File: src/common/spc_regs.vh
`ifndef SPC_REGS_VH
`define SPC_REGS_VH
// register byte offsets
`define SPC_CTRL_ADDR 12'h000
`define SPC_STAT_ADDR 12'h004
`define SPC_RXDATA_ADDR 12'h008
// control fields
`define SPC_CTRL_CKSEL 0
`define SPC_CTRL_RATE 1
`define SPC_CTRL_PABRST 2
`define SPC_CTRL_ROE1 3
`define SPC_CTRL_ROE2 4
`define SPC_CTRL_BIST_LO 5
`define SPC_CTRL_BIST_HI 6
`define SPC_CTRL_RXRATE 7
// reset: dedicated clock, full rate, buffer reset held on, reclocker off, self-test off (binary 11)
`define SPC_CTRL_RESET 8'h64
// status fields
`define SPC_STAT_TXERR 0
`define SPC_STAT_REPDO 1
`define SPC_STAT_BISTST 2
// self-test control value that makes the status pin valid
`define SPC_BIST_RECV 2'h2
// self-test control value that switches self-test off
`define SPC_BIST_OFF 2'h3
// saturation point of the reference half-period counter
`define SPC_HALF_CNT_MAX 8'hff
// phase buffer geometry
`define SPC_PAB_DEPTH_LOG 2
`define SPC_PAB_CENTER 3'h2
`define SPC_PAB_FULL 3'h4
`endif

File: src/rtl/spc_top.v
`include "spc_regs.vh"
module spc_top (
   input wire pclk,
   input wire presetn,
   input wire psel,
   input wire penable,
   input wire pwrite,
   input wire [11:0] paddr,
   input wire [31:0] pwdata,
   output reg [31:0] prdata,
   output reg pready,
   output reg pslverr,
   input wire reference_clock_in,
   input wire transmit_input_clock,
   input wire ref_half_rate,
   input wire [9:0] transmit_character_in,
   output reg [9:0] tx_character_captured,
   output reg tx_character_valid,
   output reg transmit_clock_out,
   output reg transmit_error_flag,
   input wire recovered_clock_in,
   input wire [9:0] recovered_character_in,
   input wire [1:0] selftest_state_in,
   input wire selftest_pass_in,
   output reg [9:0] receive_character_out,
   output reg receive_clock_out_p,
   output reg receive_clock_out_n,
   output reg selftest_status_pin,
   output reg reclocker_powered_down
);
   // control register and fields
   reg [7:0] ctrl_reg;
   wire transmit_clock_select = ctrl_reg[`SPC_CTRL_CKSEL];
   wire transmit_rate_select = ctrl_reg[`SPC_CTRL_RATE];
   wire phase_buffer_reset = ctrl_reg[`SPC_CTRL_PABRST];
   wire reclocker_output_enable_one = ctrl_reg[`SPC_CTRL_ROE1];
   wire reclocker_output_enable_two = ctrl_reg[`SPC_CTRL_ROE2];
   wire [1:0] receive_selftest_control = ctrl_reg[`SPC_CTRL_BIST_HI:`SPC_CTRL_BIST_LO];
   wire rx_half_rate = ctrl_reg[`SPC_CTRL_RXRATE];

   // every pin-side clock and data passes two flops before use
   wire ref_s, txc_s, rec_s, half_s;
   wire [9:0] txd_s, rxd_s;
   wire [1:0] bst_s;
   wire bpass_s;
   spc_sync2 u_sref (.clk(pclk), .rst_n(presetn), .d(reference_clock_in), .q(ref_s));
   spc_sync2 u_stxc (.clk(pclk), .rst_n(presetn), .d(transmit_input_clock), .q(txc_s));
   spc_sync2 u_srec (.clk(pclk), .rst_n(presetn), .d(recovered_clock_in), .q(rec_s));
   spc_sync2 u_shalf (.clk(pclk), .rst_n(presetn), .d(ref_half_rate), .q(half_s));
   spc_sync2 u_sbp (.clk(pclk), .rst_n(presetn), .d(selftest_pass_in), .q(bpass_s));
   genvar gi;
   generate
      for (gi = 0; gi < 10; gi = gi + 1) begin : g_sync
         spc_sync2 u_stxd (.clk(pclk), .rst_n(presetn), .d(transmit_character_in[gi]), .q(txd_s[gi]));
         spc_sync2 u_srxd (.clk(pclk), .rst_n(presetn), .d(recovered_character_in[gi]), .q(rxd_s[gi]));
      end
      for (gi = 0; gi < 2; gi = gi + 1) begin : g_bsync
         spc_sync2 u_sbst (.clk(pclk), .rst_n(presetn), .d(selftest_state_in[gi]), .q(bst_s[gi]));
      end
   endgenerate

   // edge finders; data lags its clock by the same two flops so edges line up
   wire ref_r, ref_f, txc_r, rec_r, rec_f;
   spc_edge u_eref (.clk(pclk), .rst_n(presetn), .lvl(ref_s), .rise(ref_r), .fall(ref_f));
   spc_edge u_etxc (.clk(pclk), .rst_n(presetn), .lvl(txc_s), .rise(txc_r), .fall());
   spc_edge u_erec (.clk(pclk), .rst_n(presetn), .lvl(rec_s), .rise(rec_r), .fall(rec_f));

   // write capture edge: dedicated clock rising, or reference edges
   wire ref_cap = ref_r | (half_s & ref_f);
   wire wr_edge = transmit_clock_select ? ref_cap : txc_r;
   // the buffer always drains on the reference character clock
   wire rd_edge = ref_cap;

   // phase-align buffer: small ring, write and read pointers
   localparam PAB_N = 1 << `SPC_PAB_DEPTH_LOG;
   reg [9:0] pab_mem [0:PAB_N-1];
   reg [`SPC_PAB_DEPTH_LOG-1:0] wp_reg, rp_reg;
   reg [`SPC_PAB_DEPTH_LOG:0] fill_reg;
   reg pab_rst_last_reg;
   // centre offset cut to pointer width on purpose; pointers wrap modulo the depth
   localparam [`SPC_PAB_DEPTH_LOG:0] PAB_CTR = `SPC_PAB_CENTER;
   wire [`SPC_PAB_DEPTH_LOG-1:0] pab_ctr_ptr = PAB_CTR[`SPC_PAB_DEPTH_LOG-1:0];
   // re-centre when the buffer reset field goes from 1 to 0
   wire recenter = ~phase_buffer_reset & pab_rst_last_reg;
   wire pab_over = wr_edge & ~rd_edge & (fill_reg == `SPC_PAB_FULL);
   wire pab_under = rd_edge & ~wr_edge & (fill_reg == {(`SPC_PAB_DEPTH_LOG+1){1'b0}});
   wire pab_fault = pab_over | pab_under;
   reg [`SPC_PAB_DEPTH_LOG:0] fill_next;
   always @* begin
      fill_next = fill_reg;
      if (wr_edge & ~rd_edge & ~pab_over) begin
         fill_next = fill_reg + 1'b1;
      end else if (rd_edge & ~wr_edge & ~pab_under) begin
         fill_next = fill_reg - 1'b1;
      end
   end

   // buffer pointers; centre fill absorbs +-two characters of drift
   always @(posedge pclk or negedge presetn) begin
      if (!presetn) begin
         wp_reg <= {`SPC_PAB_DEPTH_LOG{1'b0}};
         rp_reg <= {`SPC_PAB_DEPTH_LOG{1'b0}};
         fill_reg <= `SPC_PAB_CENTER;
         pab_rst_last_reg <= 1'b1;
         transmit_error_flag <= 1'b0;
         tx_character_captured <= 10'h000;
         tx_character_valid <= 1'b0;
      end else begin
         pab_rst_last_reg <= phase_buffer_reset;
         tx_character_valid <= 1'b0;
         if (recenter) begin
            rp_reg <= wp_reg - pab_ctr_ptr;
            fill_reg <= `SPC_PAB_CENTER;
            // a fault in the re-centre cycle still wins over the clear
            transmit_error_flag <= pab_fault;
         end else begin
            fill_reg <= fill_next;
            if (pab_fault) begin
               transmit_error_flag <= 1'b1;
            end
            if (wr_edge & ~pab_over) begin
               pab_mem[wp_reg] <= txd_s;
               wp_reg <= wp_reg + 1'b1;
            end
            if (rd_edge & ~pab_under) begin
               tx_character_captured <= pab_mem[rp_reg];
               tx_character_valid <= 1'b1;
               rp_reg <= rp_reg + 1'b1;
            end
         end
      end
   end

   // reference half period in pclk cycles; the midpoint gives the extra toggle for double rate
   reg [7:0] half_cnt_reg;
   reg [7:0] half_per_reg;
   wire ref_any = ref_r | ref_f;
   wire ref_mid = ~ref_any & (half_cnt_reg == {1'b0, half_per_reg[7:1]});
   always @(posedge pclk or negedge presetn) begin
      if (!presetn) begin
         half_cnt_reg <= 8'h00;
         half_per_reg <= 8'h00;
      end else if (ref_any) begin
         half_cnt_reg <= 8'h00;
         half_per_reg <= half_cnt_reg;
      end else if (half_cnt_reg != `SPC_HALF_CNT_MAX) begin
         half_cnt_reg <= half_cnt_reg + 8'h01; // saturates if the reference stops
      end
   end

   // transmit clock out: follows reference, or toggles four times a reference period for double rate
   always @(posedge pclk or negedge presetn) begin
      if (!presetn) begin
         transmit_clock_out <= 1'b0;
      end else if (transmit_rate_select) begin
         if (ref_any | ref_mid) begin
            transmit_clock_out <= ~transmit_clock_out;
         end
      end else begin
         transmit_clock_out <= ref_s;
      end
   end

   // receive side: full rate updates on rising edge, half rate on both
   wire rx_upd = rec_r | (rx_half_rate & rec_f);
   wire bist_on = receive_selftest_control != `SPC_BIST_OFF;
   always @(posedge pclk or negedge presetn) begin
      if (!presetn) begin
         receive_character_out <= 10'h000;
         receive_clock_out_p <= 1'b0;
         receive_clock_out_n <= 1'b1;
         selftest_status_pin <= 1'b0;
      end else begin
         receive_clock_out_p <= rec_s;
         receive_clock_out_n <= ~rec_s;
         if (rx_upd) begin
            if (bist_on) begin
               // upper bits are don't-care to the host; held at zero
               receive_character_out <= {8'h00, bst_s};
            end else begin
               receive_character_out <= rxd_s;
            end
            if (receive_selftest_control == `SPC_BIST_RECV) begin
               selftest_status_pin <= bpass_s;
            end else begin
               selftest_status_pin <= 1'b0;
            end
         end
      end
   end

   // reclocker power-down status
   always @(posedge pclk or negedge presetn) begin
      if (!presetn) begin
         reclocker_powered_down <= 1'b1;
      end else begin
         reclocker_powered_down <= ~reclocker_output_enable_one & ~reclocker_output_enable_two;
      end
   end

   // apb slave: zero wait states, error on unmapped address
   always @(posedge pclk or negedge presetn) begin
      if (!presetn) begin
         ctrl_reg <= `SPC_CTRL_RESET;
         prdata <= 32'h00000000;
         pready <= 1'b0;
         pslverr <= 1'b0;
      end else begin
         pready <= 1'b0;
         pslverr <= 1'b0;
         if (psel & ~penable) begin
            pready <= 1'b1;
            prdata <= 32'h00000000;
            if (paddr == `SPC_CTRL_ADDR) begin
               if (pwrite) begin
                  ctrl_reg <= pwdata[7:0];
               end else begin
                  prdata <= {24'h000000, ctrl_reg};
               end
            end else if (paddr == `SPC_STAT_ADDR) begin
               prdata <= {29'h00000000, selftest_status_pin, reclocker_powered_down, transmit_error_flag};
               pslverr <= pwrite;
            end else if (paddr == `SPC_RXDATA_ADDR) begin
               prdata <= {21'h000000, tx_character_valid, tx_character_captured};
               pslverr <= pwrite;
            end else begin
               pslverr <= 1'b1;
            end
         end
      end
   end
endmodule

File: src/rtl/spc_sync2.v
// two flop synchroniser for one level from another domain
module spc_sync2 (
   input wire clk,
   input wire rst_n,
   input wire d,
   output reg q
);
   reg meta_reg;
   // first stage feeds only the second stage
   always @(posedge clk or negedge rst_n) begin
      if (!rst_n) begin
         meta_reg <= 1'b0;
         q <= 1'b0;
      end else begin
         meta_reg <= d;
         q <= meta_reg;
      end
   end
endmodule

File: src/rtl/spc_edge.v
// edge finder on a synchronised clock level
module spc_edge (
   input wire clk,
   input wire rst_n,
   input wire lvl,
   output wire rise,
   output wire fall
);
   reg last_reg;
   always @(posedge clk or negedge rst_n) begin
      if (!rst_n) begin
         last_reg <= 1'b0;
      end else begin
         last_reg <= lvl;
      end
   end
   assign rise = lvl & ~last_reg;
   assign fall = ~lvl & last_reg;
endmodule

File: config.mk
export PLATFORM = sky130hd
export DESIGN_NAME = spc_top
export DESIGN_NICKNAME = d
export VERILOG_FILES = /design/src/rtl/spc_top.v /design/src/rtl/spc_sync2.v /design/src/rtl/spc_edge.v
export VERILOG_INCLUDE_DIRS = /design/src /design/src/common
export SDC_FILE = /design/constraint.sdc
export NUM_CORES = 1
export LEC_CHECK = 0
export BUFFER_PORTS_ARGS = -buffer_cell sky130_fd_sc_hd__buf_2
export CORE_ASPECT_RATIO = 0.6
export CORE_MARGIN = 2
export CORE_UTILIZATION = 25
export DETAILED_ROUTE_END_ITERATION = 16
export PLACE_DENSITY = 0.43
export SLEW_MARGIN = 20
export SYNTH_ARGS = -nofsm -noshare
export SYNTH_HDL_FRONTEND = slang
export SYNTH_SLANG_ARGS = --single-unit
File: constraint.sdc
create_clock -name pclk -period 2.5 [get_ports pclk]
set_input_delay 0.125 -clock pclk [delete_from_list [all_inputs] [get_ports pclk]]
set_output_delay 0.125 -clock pclk [all_outputs]
set_load 0.05 [all_outputs]
==> results by group <==
Clock tree
  • Clock sinks: 167
  • Clk buf depth: 2
  • CTS tree: built
  • H-tree levels: 4
  • CTS Root Cell: clkbuf_16
  • Post-CTS Setup Bufs: 0
  • CTS buffer count: 17
  • Clock slew at reported path FFs: 0.06 ns
  • Clk Latency, worst-skew pair: 0.43 ns

Floorplan
  • Starting Density: 25.5%
  • DIE WIDTH: 211 um
  • Die extent in y: 128 um
  • Core area: 25300 um^2
  • Die area: 27100 um^2
  • I/O pin count: 137
  • Rows: 45

STA
  • Final hold violations: 0
  • Max frequency: 0.446 GHz
  • Max_slew headroom: 51.6%
  • Final Worst Setup Slack: 0.256 ns
  • Worst hold slack: 0.0739 ns
  • Skew final: 0.00976 ns
  • Setup TNS: 0 ns
  • RSZ-0062 raised after global routing: no
  • Pins Over Slew Limit: 0
  • Fin crit share: 89.8%
  • Worst-margin pin slew: 0.726 ns
  • Minimum clock period after layout: 2.24 ns
  • Final setup violation count: 0

Global route
  • Largest net degree at the start of global routing: 128
  • Initial antenna violation count: 0
  • First-pass GRT wire length: 22000 um
  • Total track usage: 10.9%
  • Vias in the first global route: 3942
  • GRT overflow: 0

Worst setup path
  • R2r setup slk: 0.26 ns
  • Worst Path Arrival: 2.38 ns
  • Worst setup SP type: flip-flop
  • Largest stage delay, worst path: 0.58 ns
  • FF-to-FF Start: u_sref.q
  • Crit Path Class: flip-flop to flip-flop
  • Critical Path RT: 2.64 ns
  • Slowest CP cell: nor4b_1
  • FF-to-FF End: pab_mem[3][9]
  • Worst R2R Path Depth: 7
  • Crit-path max FO: 10
  • Critical path, cell by cell: inv_1 -> ha_1 -> a21o_1 -> a21oi_1 -> nor4b_1 -> and2_1 -> buf_12
  • Crit path capture type: flip-flop

Place
  • DP Worst Slack: 0.187 ns
  • IO buf count: 91
  • GPL Wtd Cong: 0.808
  • Inst Count DP: 853
  • DP HPWL: 9670 um

Pwr
  • Pleak: 3.62 nW
  • Sequential share of power: 44.4%
  • Sw Share: 29.8%
  • Clock network power share: 35.7%
  • Pint: 5.25 mW
  • PD cells: 907 nW/um^2
  • Net Sw Power: 2.23 mW
  • Combinational Power Share: 20.0%
  • VDD IR max: 0.437 mV

Final layout
  • Final non-filler cell total: 923
  • Layout cells sized above 1: 30.3%
  • FF+latch area: 4390 um^2
  • Largest regs: pab_mem: 40 flops, prdata: 11 flops
  • Final nets: 665
  • Max reg flops: 40
  • Ant. Diodes: 0
  • Reg with most FFs: pab_mem
  • Area Overhead vs Synth: 28.3%
  • Fillers: 2493
  • Finished Core Util: 32.7%
  • Multi-input gate area: 1840 um^2

Routing
  • WL final: 13900 um
  • DR vias: 3790
  • Drt via density: 4.11
  • Drt drc: 0
  • 1st-pass router iterations: 4
  • 1st-iter DRT viols: 173
  • Wire per inst: 15.1 um
  • Antenna Nets Post-Route: 0

Yosys
  • Area leader, netlist: dfrtp_1
  • Predominant post-synthesis flop cell: dfrtp_1
  • Top-count cell post-synth: dfrtp_1
  • Syn. warnings: 0
  • FF+latch count, synth: 167
  • Area contributors post-synth: dfrtp_1 (47%), edfxtp_1 (19%), mux4_2 (3.5%)
  • Share of the synthesized area in the top cell type: 46.6%
  • Mapped Area: 6440 um^2
  • Sequential fraction of the synthesis area: 68.2%
  • Share of flip-flops with an asynchronous set or reset: 76.0%
  • Post-Syn Area per Cell: 14.5 um^2
  • Number of synthesized flops with an enable pin: 40
  • Netlist cell types: 53
  • Post-Synthesis Cells: 445
  • Commonest cells in the synthesized netlist: dfrtp_1 (120), edfxtp_1 (40), nand2_1 (40), o21ai_0 (27), buf_4 (22)

Run status
  • Run status: finished, final reports clean

Flow run
  • Max-cap viol count: 0

Worst hold path
  • WHS Endpoint: pslverr
  • Tightest Hold Check Type: input pin to flip-flop
  • HP Start: paddr[6]
  • Hold Crit Depth: 5
[how the worst max path moves through the flow]
stage	slack, ns	endpoint	start	cells past startpoint
floorplan	0.53	fill_reg[2]	u_sref.q	8
global placement	0.30	pab_mem[2][8]	u_sref.q	7
detailed placement	0.19	pab_mem[2][8]	u_sref.q	7
CTS	0.17	pab_mem[2][7]	u_sref.q	7
global route	0.02	pab_mem[2][9]	u_sref.q	7
finish	0.26	pab_mem[3][9]	u_sref.q	7
[placed cells by master, fill, tap and decap left out, types with 4 or more instances in the layout]
cell,n
clkbuf_16,18
buf_4,5
conb_1,21
dfrtp_1,120
mux4_2,10
nand2b_1,5
a31oi_1,6
buf_2,90
mux2_4,8
dlygate4sd3_1,38
o21ai_0,27
dfstp_2,7
nor2_1,12
nand2_1,40
mux2i_1,6
mux2_2,18
xor2_1,10
clkinv_4,4
a21oi_1,12
nand3b_1,5
nor3b_1,8
buf_12,5
and2_1,6
edfxtp_1,40
inv_1,10
ha_1,7
[stage by stage]
stage,cell area (um^2),total power [mW]
floorplan,6510,4.37
global placement,7270,4.82
detailed placement,7270,4.86
CTS,8260,7.62
global route,8260,7.88
finish,8260,7.49
[worst max-delay path, delay by kind of cell, from the launching register on]
| family | cells | cell delay, ns |
|---|---|---|
| AO/OA/AOI/OAI | 2 | 0.31 |
| flip-flops | 1 | 0.40 |
| adder cells (fa/ha/maj) | 1 | 0.17 |
| AND/OR/NAND/NOR | 2 | 0.84 |
| buffers and inverters | 2 | 0.24 |
[area by class of cell]
cell class / count / area share (%)
Clock buffer: 22 / 6.00
Clock inverter: 10 / 1.41
Inverter: 10 / 0.454
Multi-Input combinational cell: 247 / 22.3
Sequential cell: 167 / 53.1
Tap cell: 329 / 4.98
Timing Repair Buffer: 138 / 11.7
[metal layers]
metal  routed length [um]  GRT usage, %
met5                    0             0
met4                  184          3.94
met3                  682          3.43
met2                 6280          16.3
met1                 6780          15.0
[timing repair]
item                                   4_1_cts  5_1_grt
resized for setup                            0        0
hold buffers                                38        0
endpoints found under the hold margin      156        0
[cell families after synthesis]
| family | after synthesis | synth area share [%] |
|---|---|---|
| muxes | 42 | 9.44 |
| adders and majority gates | 9 | 1.83 |
| DFF | 167 | 68.2 |
| AOI/OAI and AO/OA | 60 | 5.64 |
| and+or+nand+nor | 103 | 8.84 |
| buffers and inverters | 51 | 4.41 |
| other | 1 | 0.0582 |
| xor gates and xnor gates | 12 | 1.63 |
[power groups by stage]
stage	Clock, mW	Sequential, mW	Combinational, mW
3_5_place_dp	0	3.39	1.47
5_1_grt	2.90	3.36	1.62
6_report	2.67	3.32	1.50
2_1_floorplan	0	3.60	0.774
4_1_cts	2.76	3.33	1.52
3_3_place_gp	0	3.37	1.44
Note: power is estimated with default switching activity, not from simulation.
